## src/hw/scpm_pkg.sv

```systemverilog
package scpm_pkg;
  // register byte addresses (one aligned word each)
  localparam logic [3:0] ADDR_CLK_MODE = 4'h0;   // clock_mode_control_reg
  localparam logic [3:0] ADDR_FAST_OSC = 4'h4;   // fast oscillator control
  localparam logic [3:0] ADDR_STATUS = 4'h8;     // power status / mode
  localparam logic [3:0] ADDR_CMD = 4'hc;        // halt / wake / watchdog commands
  // clock mode register fields
  localparam int SEL_LSB = 5;
  localparam int SEL_MSB = 7;
  localparam int FAST_KEEP_BIT = 1;
  localparam int SLOW_KEEP_BIT = 0;
  // fast oscillator register fields
  localparam int FOSC_EN_BIT = 0;
  localparam int FOSC_STABLE_BIT = 1;
  // status register fields
  localparam int PDF_BIT = 4;
  localparam int WDOG_FLAG_BIT = 5;
  localparam int MODE_LSB = 8;
  localparam int MODE_MSB = 10;
  // command register fields (write one)
  localparam int CMD_HALT_BIT = 0;
  localparam int CMD_WAKE_BIT = 1;
  localparam int CMD_WDOG_CLR_BIT = 2;
  // reset values and selection codes
  localparam logic [2:0] SEL_RESET = 3'h0;
  localparam logic FOSC_EN_RESET = 1'b1;
  localparam logic [2:0] SEL_SUB = 3'h7;
  localparam logic [2:0] SEL_DIV_MAX = 3'h6;
  // divider and stabilisation
  localparam int DIV_WIDTH = 6;
  localparam logic [DIV_WIDTH-1:0] DIV_ONE = 6'h01;
  localparam int STAB_TIME_NS = 1000;
  localparam int CLK_PERIOD_NS = 40;
  localparam int STAB_CYCLES = (STAB_TIME_NS + CLK_PERIOD_NS - 1) / CLK_PERIOD_NS;
  localparam int STAB_WIDTH = 6;

  // operating modes, gray coded along normal-slow-halt paths
  typedef enum logic [2:0] {
    MODE_NORMAL = 3'h0,
    MODE_SLOW = 3'h1,
    MODE_LOW_IDLE = 3'h3,
    MODE_BOTH_IDLE = 3'h2,
    MODE_HIGH_IDLE = 3'h6,
    MODE_SLEEP = 3'h4
  } scpm_mode_t;

  // selection picks the divided fast clock
  function automatic logic sel_is_fast(input logic [2:0] sel);
    sel_is_fast = (sel <= SEL_DIV_MAX);
  endfunction
endpackage

```

## src/hw/scpm_clk_div.sv

```systemverilog
`timescale 1ns/1ns
// divides the fast clock tick stream by a power of two (1..64)
module scpm_clk_div (
  input wire logic mclk,
  input wire logic reset_n,
  input wire logic clkEn,
  input wire logic fastTick,
  input wire logic [2:0] sysClkSelect,
  output logic divTick
);
  logic [scpm_pkg::DIV_WIDTH-1:0] cnt_ff, nxt_cnt;
  logic divTick_ff, nxt_divTick;
  logic [scpm_pkg::DIV_WIDTH-1:0] lastCnt;

  ////////////////////////////////////////////////////////////////////
  // terminal count is ratio minus one
  always_comb begin
    lastCnt = (scpm_pkg::DIV_ONE << sysClkSelect) - scpm_pkg::DIV_ONE;
    nxt_cnt = cnt_ff;
    nxt_divTick = 1'b0;
    if (fastTick) begin
      if (cnt_ff >= lastCnt) begin
        nxt_cnt = '0;
        nxt_divTick = 1'b1;
      end else begin
        nxt_cnt = cnt_ff + scpm_pkg::DIV_ONE;
      end
    end
  end

  always_ff @(posedge mclk) begin
    if (!reset_n) begin
      cnt_ff <= '0;
      divTick_ff <= 1'b0;
    end else if (clkEn) begin
      cnt_ff <= nxt_cnt;
      divTick_ff <= nxt_divTick;
    end
  end

  assign divTick = divTick_ff;
endmodule

```

## src/hw/scpm_osc_stab.sv

```systemverilog
`timescale 1ns/1ns
// stable flag: clears while the oscillator is stopped, sets after the stabilisation count
module scpm_osc_stab (
  input wire logic mclk,
  input wire logic reset_n,
  input wire logic clkEn,
  input wire logic oscRun,
  output logic stable
);
  localparam logic [scpm_pkg::STAB_WIDTH-1:0] STAB_LAST =
    scpm_pkg::STAB_WIDTH'(scpm_pkg::STAB_CYCLES - 1);
  logic [scpm_pkg::STAB_WIDTH-1:0] cnt_ff, nxt_cnt;
  logic stable_ff, nxt_stable;

  ////////////////////////////////////////////////////////////////////
  // count while running, drop to zero when stopped
  always_comb begin
    nxt_cnt = cnt_ff;
    nxt_stable = stable_ff;
    if (!oscRun) begin
      nxt_cnt = '0;
      nxt_stable = 1'b0;
    end else if (!stable_ff) begin
      if (cnt_ff >= STAB_LAST) begin
        nxt_stable = 1'b1;
      end else begin
        nxt_cnt = cnt_ff + 1'b1;
      end
    end
  end

  always_ff @(posedge mclk) begin
    if (!reset_n) begin
      cnt_ff <= '0;
      stable_ff <= 1'b0;
    end else if (clkEn) begin
      cnt_ff <= nxt_cnt;
      stable_ff <= nxt_stable;
    end
  end

  assign stable = stable_ff;
endmodule

```

## src/hw/scpm_clock_ctrl.sv

```systemverilog
// Implementation choices: the Wishbone interface to the registers and the placing of the registers.
`timescale 1ns/1ns
// Summary of operation
// - system clock from fast or sub clock
// - fast clock comes from fast RC oscillator
// - sub clock comes from slow RC oscillator
// - normal mode divides fast clock 1..64
// - after switch, fast oscillator follows enable bit
// - six modes: normal, slow, sleep, three idles
// - slow mode runs CPU from sub clock
// - slow mode gates fast clock by enable
// - halt, both keeps low: sleep, sub stops
// - sleep keeps slow oscillator only with watchdog
// - halt, slow keep only: low-speed idle
// - halt, both keeps: both-oscillator idle
// - halt, fast keep only: high-speed idle
// - selection encoding, reset value zero
// - stable flag clears, then sets when stable
// - halt sets power-down, clears watchdog flag
module scpm_clock_ctrl (
  input wire logic mclk,
  input wire logic reset_n,
  input wire logic clkEn,
  // oscillator tick streams, one mclk pulse per oscillator edge
  input wire logic fastRcTick,
  input wire logic slowRcTick,
  // watchdog enable and time-out event from the watchdog
  input wire logic watchdogEnable,
  input wire logic wdogTimeout,
  // wake-up event ending a halt
  input wire logic wakeUp,
  // classic wishbone slave
  input wire logic wb_cyc_i,
  input wire logic wb_stb_i,
  input wire logic wb_we_i,
  input wire logic [3:0] wb_adr_i,
  input wire logic [3:0] wb_sel_i,
  input wire logic [31:0] wb_dat_i,
  output logic [31:0] wb_dat_o,
  output logic wb_ack_o,
  // clock outputs as tick enables, plus oscillator run flags
  output logic systemClockOut,
  output logic cpuClockEn,
  output logic fastClockOut,
  output logic subClockOut,
  output logic slowOscClock,
  output logic fastOscRunOut,
  output logic slowOscRunOut
);
  scpm_pkg::scpm_mode_t mode_ff, nxt_mode;
  logic [2:0] sel_ff, nxt_sel;
  logic fastKeep_ff, nxt_fastKeep;
  logic slowKeep_ff, nxt_slowKeep;
  logic fastEn_ff, nxt_fastEn;
  logic pdf_ff, nxt_pdf;
  logic wdogFlag_ff, nxt_wdogFlag;
  logic [31:0] rdData_ff, nxt_rdData;
  logic ack_ff, nxt_ack;
  logic sysClk_ff, nxt_sysClk;
  logic cpuEn_ff, nxt_cpuEn;
  logic fastOut_ff, nxt_fastOut;
  logic subOut_ff, nxt_subOut;
  logic slowOsc_ff, nxt_slowOsc;
  logic fastRun_ff, nxt_fastRun;
  logic slowRun_ff, nxt_slowRun;
  logic divTick, fastStable;
  logic wbReq, wbWr, haltCmd, wakeCmd, wdogClrCmd;

  // cpu-on mode that a selection implies
  function automatic scpm_pkg::scpm_mode_t run_mode(input logic [2:0] sel);
    run_mode = scpm_pkg::sel_is_fast(sel) ? scpm_pkg::MODE_NORMAL : scpm_pkg::MODE_SLOW;
  endfunction

  // cpu-off mode chosen by the fast and slow halt-keep bits
  function automatic scpm_pkg::scpm_mode_t halt_target(
    input logic fastKeep,
    input logic slowKeep
  );
    case ({fastKeep, slowKeep})
      2'h0: halt_target = scpm_pkg::MODE_SLEEP;
      2'h1: halt_target = scpm_pkg::MODE_LOW_IDLE;
      2'h3: halt_target = scpm_pkg::MODE_BOTH_IDLE;
      default: halt_target = scpm_pkg::MODE_HIGH_IDLE;
    endcase
  endfunction

  ////////////////////////////////////////////////////////////////////
  // fast clock divider and stabilisation tracker
  scpm_clk_div uDiv (
    .mclk(mclk),
    .reset_n(reset_n),
    .clkEn(clkEn),
    .fastTick(fastRcTick & fastRun_ff),
    .sysClkSelect(sel_ff),
    .divTick(divTick)
  );

  scpm_osc_stab uStab (
    .mclk(mclk),
    .reset_n(reset_n),
    .clkEn(clkEn),
    .oscRun(fastRun_ff),
    .stable(fastStable)
  );

  ////////////////////////////////////////////////////////////////////
  // bus decode; ack one cycle after request, dropped the next
  always_comb begin
    wbReq = wb_cyc_i & wb_stb_i & ~ack_ff;
    wbWr = wbReq & wb_we_i & wb_sel_i[0];
    haltCmd = wbWr && (wb_adr_i == scpm_pkg::ADDR_CMD) && wb_dat_i[scpm_pkg::CMD_HALT_BIT];
    wakeCmd = wbWr && (wb_adr_i == scpm_pkg::ADDR_CMD) && wb_dat_i[scpm_pkg::CMD_WAKE_BIT];
    wdogClrCmd = wbWr && (wb_adr_i == scpm_pkg::ADDR_CMD)
      && wb_dat_i[scpm_pkg::CMD_WDOG_CLR_BIT];
  end

  ////////////////////////////////////////////////////////////////////
  // read mux; data only in the answer cycle
  always_comb begin
    nxt_ack = wbReq;
    nxt_rdData = '0;
    if (wbReq && !wb_we_i) begin
      case (wb_adr_i)
        scpm_pkg::ADDR_CLK_MODE: begin
          nxt_rdData[scpm_pkg::SEL_MSB:scpm_pkg::SEL_LSB] = sel_ff;
          nxt_rdData[scpm_pkg::FAST_KEEP_BIT] = fastKeep_ff;
          nxt_rdData[scpm_pkg::SLOW_KEEP_BIT] = slowKeep_ff;
        end
        scpm_pkg::ADDR_FAST_OSC: begin
          nxt_rdData[scpm_pkg::FOSC_EN_BIT] = fastEn_ff;
          nxt_rdData[scpm_pkg::FOSC_STABLE_BIT] = fastStable;
        end
        scpm_pkg::ADDR_STATUS: begin
          nxt_rdData[scpm_pkg::PDF_BIT] = pdf_ff;
          nxt_rdData[scpm_pkg::WDOG_FLAG_BIT] = wdogFlag_ff;
          nxt_rdData[scpm_pkg::MODE_MSB:scpm_pkg::MODE_LSB] = mode_ff;
        end
        // unmapped addresses answer with zero
        default: nxt_rdData = '0;
      endcase
    end
  end

  ////////////////////////////////////////////////////////////////////
  // control registers and mode sequencing
  always_comb begin
    nxt_sel = sel_ff;
    nxt_fastKeep = fastKeep_ff;
    nxt_slowKeep = slowKeep_ff;
    nxt_fastEn = fastEn_ff;
    nxt_pdf = pdf_ff;
    nxt_wdogFlag = wdogFlag_ff;
    nxt_mode = mode_ff;
    if (wbWr && wb_adr_i == scpm_pkg::ADDR_CLK_MODE) begin
      nxt_sel = wb_dat_i[scpm_pkg::SEL_MSB:scpm_pkg::SEL_LSB];
      nxt_fastKeep = wb_dat_i[scpm_pkg::FAST_KEEP_BIT];
      nxt_slowKeep = wb_dat_i[scpm_pkg::SLOW_KEEP_BIT];
    end
    if (wbWr && wb_adr_i == scpm_pkg::ADDR_FAST_OSC) begin
      nxt_fastEn = wb_dat_i[scpm_pkg::FOSC_EN_BIT];
    end
    // watchdog clear: both flags to zero; a time-out in the same cycle wins
    if (wdogClrCmd) begin
      nxt_pdf = 1'b0;
      nxt_wdogFlag = 1'b0;
    end
    case (mode_ff)
      scpm_pkg::MODE_NORMAL,
      scpm_pkg::MODE_SLOW: begin
        // mode follows selection while CPU runs
        nxt_mode = run_mode(nxt_sel);
        if (haltCmd) begin
          // halt only from a cpu-on mode; a second one while off is ignored
          nxt_pdf = 1'b1;
          nxt_wdogFlag = 1'b0;
          nxt_mode = halt_target(fastKeep_ff, slowKeep_ff);
        end
      end
      scpm_pkg::MODE_LOW_IDLE,
      scpm_pkg::MODE_BOTH_IDLE,
      scpm_pkg::MODE_HIGH_IDLE,
      scpm_pkg::MODE_SLEEP: begin
        if (wakeUp || wakeCmd) begin
          nxt_mode = run_mode(sel_ff);
        end
      end
      default: nxt_mode = scpm_pkg::MODE_NORMAL;
    endcase
    // expiry set comes last so it wins over halt and clear
    if (wdogTimeout) begin
      nxt_wdogFlag = 1'b1;
    end
  end

  ////////////////////////////////////////////////////////////////////
  // oscillator gating and clock outputs per mode
  always_comb begin
    nxt_fastRun = 1'b1;
    nxt_slowRun = 1'b1;
    nxt_cpuEn = 1'b0;
    case (mode_ff)
      scpm_pkg::MODE_NORMAL: begin
        nxt_fastRun = 1'b1;
        nxt_cpuEn = 1'b1;
      end
      scpm_pkg::MODE_SLOW: begin
        nxt_fastRun = fastEn_ff;
        nxt_cpuEn = 1'b1;
      end
      scpm_pkg::MODE_LOW_IDLE: nxt_fastRun = 1'b0;
      scpm_pkg::MODE_BOTH_IDLE: nxt_fastRun = 1'b1;
      scpm_pkg::MODE_HIGH_IDLE: begin
        nxt_fastRun = 1'b1;
        nxt_slowRun = 1'b1; // slow oscillator stays on, only the sub clock stops
      end
      scpm_pkg::MODE_SLEEP: begin
        nxt_fastRun = 1'b0;
        nxt_slowRun = watchdogEnable;
      end
      default: nxt_fastRun = 1'b1;
    endcase
    // selected source: divided fast clock or sub clock
    nxt_sysClk = scpm_pkg::sel_is_fast(sel_ff) ? (divTick & fastRun_ff)
      : (slowRcTick & slowRun_ff);
    case (mode_ff)
      scpm_pkg::MODE_SLEEP: nxt_sysClk = 1'b0;
      scpm_pkg::MODE_LOW_IDLE: begin
        if (scpm_pkg::sel_is_fast(sel_ff)) nxt_sysClk = 1'b0;
      end
      scpm_pkg::MODE_HIGH_IDLE: begin
        if (!scpm_pkg::sel_is_fast(sel_ff)) nxt_sysClk = 1'b0;
      end
      default: nxt_sysClk = nxt_sysClk;
    endcase
    nxt_cpuEn = nxt_cpuEn & nxt_sysClk;
    // gated by the next run enables so a tick never outlives its oscillator
    nxt_fastOut = fastRcTick & nxt_fastRun;
    nxt_slowOsc = slowRcTick & nxt_slowRun;
    // sub clock to peripherals is off in sleep and in high-speed idle
    nxt_subOut = slowRcTick & nxt_slowRun & (mode_ff != scpm_pkg::MODE_SLEEP)
      & (mode_ff != scpm_pkg::MODE_HIGH_IDLE);
  end

  ////////////////////////////////////////////////////////////////////
  // bus answer registers; frozen with the rest while clkEn is low
  always_ff @(posedge mclk) begin
    if (!reset_n) begin
      rdData_ff <= '0;
      ack_ff <= 1'b0;
    end else if (clkEn) begin
      rdData_ff <= nxt_rdData;
      ack_ff <= nxt_ack;
    end
  end

  ////////////////////////////////////////////////////////////////////
  // control and mode registers
  always_ff @(posedge mclk) begin
    if (!reset_n) begin
      mode_ff <= scpm_pkg::MODE_NORMAL;
      sel_ff <= scpm_pkg::SEL_RESET;
      fastKeep_ff <= 1'b0;
      slowKeep_ff <= 1'b0;
      fastEn_ff <= scpm_pkg::FOSC_EN_RESET;
      pdf_ff <= 1'b0;
      wdogFlag_ff <= 1'b0;
    end else if (clkEn) begin
      mode_ff <= nxt_mode;
      sel_ff <= nxt_sel;
      fastKeep_ff <= nxt_fastKeep;
      slowKeep_ff <= nxt_slowKeep;
      fastEn_ff <= nxt_fastEn;
      pdf_ff <= nxt_pdf;
      wdogFlag_ff <= nxt_wdogFlag;
    end
  end

  ////////////////////////////////////////////////////////////////////
  // clock output and run registers; both oscillators run out of reset
  always_ff @(posedge mclk) begin
    if (!reset_n) begin
      sysClk_ff <= 1'b0;
      cpuEn_ff <= 1'b0;
      fastOut_ff <= 1'b0;
      subOut_ff <= 1'b0;
      slowOsc_ff <= 1'b0;
      fastRun_ff <= 1'b1;
      slowRun_ff <= 1'b1;
    end else if (clkEn) begin
      sysClk_ff <= nxt_sysClk;
      cpuEn_ff <= nxt_cpuEn;
      fastOut_ff <= nxt_fastOut;
      subOut_ff <= nxt_subOut;
      slowOsc_ff <= nxt_slowOsc;
      fastRun_ff <= nxt_fastRun;
      slowRun_ff <= nxt_slowRun;
    end
  end

  assign wb_dat_o = rdData_ff;
  assign wb_ack_o = ack_ff;
  assign systemClockOut = sysClk_ff;
  assign cpuClockEn = cpuEn_ff;
  assign fastClockOut = fastOut_ff;
  assign subClockOut = subOut_ff;
  assign slowOscClock = slowOsc_ff;
  assign fastOscRunOut = fastRun_ff;
  assign slowOscRunOut = slowRun_ff;
endmodule

```

## config.mk

```make
export PLATFORM = sky130hd
export DESIGN_NAME = scpm_clock_ctrl
export DESIGN_NICKNAME = d
export VERILOG_FILES = /design/src/hw/scpm_pkg.sv /design/src/hw/scpm_clk_div.sv /design/src/hw/scpm_osc_stab.sv /design/src/hw/scpm_clock_ctrl.sv
export SDC_FILE = /design/constraint.sdc
export NUM_CORES = 1
export LEC_CHECK = 0
export CAP_MARGIN = 10
export CORE_ASPECT_RATIO = 1.2
export CORE_MARGIN = 4
export CORE_UTILIZATION = 46
export CTS_CLUSTER_SIZE = 16
export DETAILED_ROUTE_END_ITERATION = 7
export DONT_BUFFER_PORTS = 1
export SYNTH_ARGS = -nofsm -noshare
export SYNTH_HDL_FRONTEND = slang
export SYNTH_SLANG_ARGS = --single-unit
```

## constraint.sdc

```tcl
create_clock -name mclk -period 3.27 [get_ports mclk]
set_clock_uncertainty 0.1 [all_clocks]
set_input_delay 0.654 -clock mclk [delete_from_list [all_inputs] [get_ports mclk]]
set_output_delay 0.654 -clock mclk [all_outputs]
set_load 0.02 [all_outputs]
```

# Word level (Yosys, flattened, before mapping)

Cells that the tools add are included.

Register bits: 65
Input bits: 51
Output and inout port bits: 40
Word-level logic and storage cells: 112

Add/subtract/negate cells: 3
Magnitude comparators: 4
Eq/ne operators: 15
Shifts and indexed selects: 1
Multiplexer cells: 36
Bitwise operators: 13
Reduce and logical (&&, ||, !) cells: 20

Operators with widths:

| operator                                                                            | number |
|---|---|
| 6-bit two-way mux                                                                   | 4 |
| 1-bit two-way mux                                                                   | 20 |
| 6-bit by 1-bit adder with 6-bit output, second input constant                       | 2 |
| 1-bit bitwise AND                                                                   | 12 |
| 3-bit two-way mux                                                                   | 4 |
| 11-bit two-way mux                                                                  | 1 |
| 3-bit case mux with 3 select lines                                                  | 1 |
| 4-bit == test, second input constant                                                | 2 |
| 2-bit AND reduction                                                                 | 4 |
| 1-bit logical AND                                                                   | 7 |
| 3-bit by 2-bit == test with 1-bit output, second input constant                     | 2 |
| 3-bit == test, second input constant                                                | 2 |
| 6-bit by 5-bit greater-or-equal comparator with 1-bit output, second input constant | 1 |
| 6-bit greater-or-equal comparator                                                   | 1 |
| 3-bit less-or-equal comparator, second input constant                               | 2 |
| 2-bit != test, second input constant                                                | 3 |
| 3-bit != test, second input constant                                                | 2 |
| 3-bit case mux with 2 select lines                                                  | 1 |
| 1-bit by 3-bit << shifter with 6-bit output, first input constant                   | 1 |
| 6-bit by 1-bit subtractor with 6-bit output, second input constant                  | 1 |
| 4-bit by 3-bit == test with 1-bit output, second input constant                     | 1 |
| 4-bit zero test                                                                     | 1 |
| 1-bit case mux with 2 select lines                                                  | 2 |
| 2-bit case mux with 2 select lines                                                  | 1 |
| 13 further kinds                                                                    | 14 |

# Depth between registers and ports, before layout

Word-level depth: 10
Depth in mapped cells: 12
Mapped depth without buffers: 11

# Modules after synthesis

A second synthesis with hierarchy kept.

Cell total of the unflattened synthesis: 278
Area total of the unflattened synthesis: 2,388.5 um2

By module, submodules not included:

| module          | times used | cells each | area an instance (um2) | seq. area each (um2) |
|---|---|---|---|---|
| scpm_clock_ctrl | 1          | 177        | 1,550.2                | 560.5 |
| scpm_clk_div    | 1          | 58         | 471.7                  | 140.1 |
| scpm_osc_stab   | 1          | 43         | 366.6                  | 140.1 |

# Worst setup path before layout

No wires, ideal clock.

Path type: reg-to-reg
From: register sel_ff[2]
To: register uDiv.cnt_ff[3] in the netlist's numbering
Setup time: 0.093 ns
Arrival: 2.638 ns
Required time: 3.077 ns
Path slack: 0.439 ns
Cell stages (with the launch flop): 11
Path buffers: 1
Period minus slack after synthesis: 2.831 ns
Path through: dfxtp_1 clkbuf_1 or3_1 ha_1 xnor2_1 ha_1 o21a_1 o21a_1 a311oi_4 nand3_4 o311ai_2

Cells in the longest elaborated chain, start to end: 4

RTL lines:

| element                                     | RTL line               | text |
|---|---|---|
| start, declared                             | scpm_clock_ctrl.sv:51  | `logic [2:0] sel_ff, nxt_sel;` |
| start signal, assigned                      | scpm_clock_ctrl.sv:261 | `sel_ff <= scpm_pkg::SEL_RESET;` |
| start signal, assigned                      | scpm_clock_ctrl.sv:269 | `sel_ff <= nxt_sel;` |
| 1-bit by 3-bit << shifter with 6-bit output | scpm_clk_div.sv:18     | `lastCnt = (scpm_pkg::DIV_ONE << sysClkSelect) - scpm_pkg::DIV_ONE;` |
| 6-bit by 1-bit subtractor with 6-bit output | scpm_clk_div.sv:18     |  |
| 6-bit greater-or-equal comparator           | scpm_clk_div.sv:22     | `if (cnt_ff >= lastCnt) begin` |
| 6-bit two-way mux                           | scpm_clk_div.sv:22     |  |
| end signal, assigned                        | scpm_clk_div.sv:36     | `cnt_ff <= nxt_cnt;` |
| end, declared                               | scpm_clk_div.sv:11     | `logic [scpm_pkg::DIV_WIDTH-1:0] cnt_ff, nxt_cnt;` |

No other way between the ends.
A chain may end at the register's enable or synchronous reset.

# Worst setup path after layout

Ends and elaborated chain as after synthesis.

==> run summary <==
Setup Fix Bufs, Post-CTS: 0
Final Instance Area: 0.00238 mm2
CTS Buf Count: 5
Main combinational cell family by area after synthesis: simple AND/OR/NAND/NOR gates
Hold WS: 330 ps
Post-synthesis xor/xnor area fraction: 1.14%
Slew Limit Fails: 0
Placed Instance Area: 0.00227 mm2
Antenna-violating nets left: 0
Layout net count: 327
Die height: 85.6 um
Placeable Area: 0.00473 mm2
Pin count of the biggest net entering global routing: 30
Worst-Margin Slew: 903 ps
Initial drt markers: 118
Avg Cell Area, Syn: 8.58 um2
Fin worst setup slack: 373 ps
Worst Path Required: 3370 ps
Max IR drop VDD: 308 uV
Clk Latency, worst-skew pair: 300 ps
Area of the multi-input gates: 0.00128 mm2
# IOs: 91
Leak: 0.880 nW
Placed cell count: 317
Pwr Density: 424 mW/mm2
CP Data Arrival Time: 3000 ps
FILL cells: 489
Initial antenna violation count: 0
Unrepaired setup endpoints after global routing: false
First-pass GRT wire length: 8.10 mm
Final cell count without fillers: 325
Reg area: 841 um2
Detailed-router iteration count before antenna repair: 4
Synth async-reset ratio: 0%
# Max-Cap Violations: 0
Worst Setup Path Type: reg -> reg
# clock sinks: 42
Final setup vio count: 0
Library cells used by synthesis: 53
DRC Markers: 0
Status: complete, no violations
Syn Inst Count: 269
Hold crit path type: in -> reg
Setup crit end kind: flip-flop
Starting Density: 48.8%
Netlist Area Pre-Place: 0.00231 mm2
Die area: 0.00622 mm2
Number of synthesized flops with an enable pin: 0
Routed WL per cell: 15.6 um
Place WS: 374 ps
Top_reg_cell synth: dfxtp_1
Grt total ovfl: 0
Synth Register Bits: 42
Crit Path Max Fanout: 8
Peak Freq: 345 MHz
Fin crit period: 2900 ps
# port buffers: 0
Hold Vio Cnt, Final: 0
Rows: 27
CTS Buffer Depth: 2
CTS tree: done
Crit start category: flip-flop
GRT Total Usage: 16.3%
Reg clk slew, reported paths: 90 ps
Die width: 72.7 um
Sequential area share after synthesis: 36.4%
Antenna Cells: 0
Total wire length: 5.08 mm
Adder-cell share of the synthesized area: 5.42%
Total Neg Setup Slack: 0 ps
Via density: 5.69
Hold buffer count at CTS: 0
CTS root buf: clkbuf_8
Slew margin rel.: 39.8%
Ys Warns: 0
Layout cells sized above 1: 7.87%
Detailed placement HPWL: 3.78 mm
Compound-Gate Fraction of Synth Area: 19.1%
Fin crit share: 88.6%
Max H-tree Level: 2
Routed vias: 1848
Post-CTS Resized: 0
Mux contribution to synthesized area: 2.60%
Gpl congestion: 0.759
Vias in the first global route: 1663
Post-synthesis simple-gate area fraction: 23.6%
Area growth syn-to-layout: 3.09%
[where the power goes]
group	switching [mW]	internal [mW]	leakage, nW
logic	0.0549	0.0187	0.482
registers	0.0130	0.521	0.340
clock network	0.177	0.225	0.0579
[state kept, by name (all words and copies together), names as in the netlist, 3 cells and up]
signal,cells
wb_dat_o,9
uDiv.cnt_ff,6
uStab.cnt_ff,6
mode_ff,3
sel_ff,3
[worst max-delay path, stage by stage (launching register included)]
cell	delay, ps
dfxtp_1	320
or3_1	410
ha_1	250
nor3_1	150
a21oi_1	60
o21a_1	180
ha_1	270
o21a_1	130
a311oi_4	520
nand3_4	150
o311ai_2	260
[layout by cell type (no fill, tap or decap), drive strengths merged, types with 3 or more instances in the layout]
master  synthesis  final
inv            11     11
a22oi           8      8
nand4           9      9
nand2b          3      3
o21a            4      4
nand2          17     17
and3            4      4
nor3            3      3
a32oi           3      3
nand3          17     17
buf            26      4
a21oi          16     16
o21ai           5      5
mux2i           6      6
o311ai          3      3
dfxtp          42     42
nor2           27     27
o31ai           3      3
clkbuf         10      5
o211ai          4      4
and2            5      5
ha             10     10
conb            1     23
[cells in the mapped netlist (4+ instances only)]
cell type / instances / area, um2
dfxtp_1: 42 / 841
nor2_1: 27 / 101
buf_4: 23 / 173
nand2_1: 17 / 63.8
a21oi_1: 16 / 80.1
nand3_1: 16 / 80.1
inv_1: 11 / 41.3
clkbuf_1: 10 / 37.5
ha_1: 10 / 125
nand4_1: 9 / 56.3
a22oi_1: 8 / 60.1
mux2i_1: 6 / 60.1
and2_1: 5 / 31.3
o21ai_0: 5 / 25.0
and3_1: 4 / 25.0
o211ai_1: 4 / 30.0
o21a_1: 4 / 30.0
[area by class of cell]
| cell class | instances | share of cell area (%) |
|---|---|---|
| Sequential cell | 42 | 35.3 |
| Tap cell | 58 | 3.05 |
| Timing Repair Buffer | 4 | 1.26 |
| Inverter | 11 | 1.74 |
| Clock buffer | 5 | 2.89 |
| Clock inverter | 3 | 1.68 |
| Multi-Input combinational cell | 202 | 54.0 |
[cell families (layout without fill, tap and decap cells)]
logic type               Yosys count  count (layout)
AO/OA/AOI/OAI                     59              59
XOR/XNOR                           3               3
adder cells (fa/ha/maj)           10              10
buffers and inverters             47              23
flip-flops                        42              42
multiplexers                       6               6
other                              1              23
AND/OR/NAND/NOR                  101             101
[per-stage QoR]
stage / power (mW) / utilization (%)
6_report: 1.01 / 50.3
5_1_grt: 1.05 / 50.3
4_1_cts: 1.02 / 50.3
3_5_place_dp: 0.619 / 48.0
3_3_place_gp: 0.618 / 48.0
2_1_floorplan: 0.633 / -
[path summary, 6_finish.rpt]
path         slack (ps)         endpoint  cells past startpoint            start
max                 370   uDiv.cnt_ff[3]                     10        sel_ff[2]
min                 330        fastEn_ff                      1          reset_n
max reg2reg         370   uDiv.cnt_ff[3]                     10        sel_ff[2]
min reg2reg         330  uStab.cnt_ff[5]                      2  uStab.cnt_ff[5]
[per-layer routing]
| layer | part of all wire [%] | GRT usage, % |
|---|---|---|
| met4 | 0.83 | 4.03 |
| met3 | 8.0 | 5.28 |
| met1 | 42 | 21.3 |
| met2 | 49 | 25.9 |
| met5 | 0 | 0 |
Power figures use the tool's default switching activity.
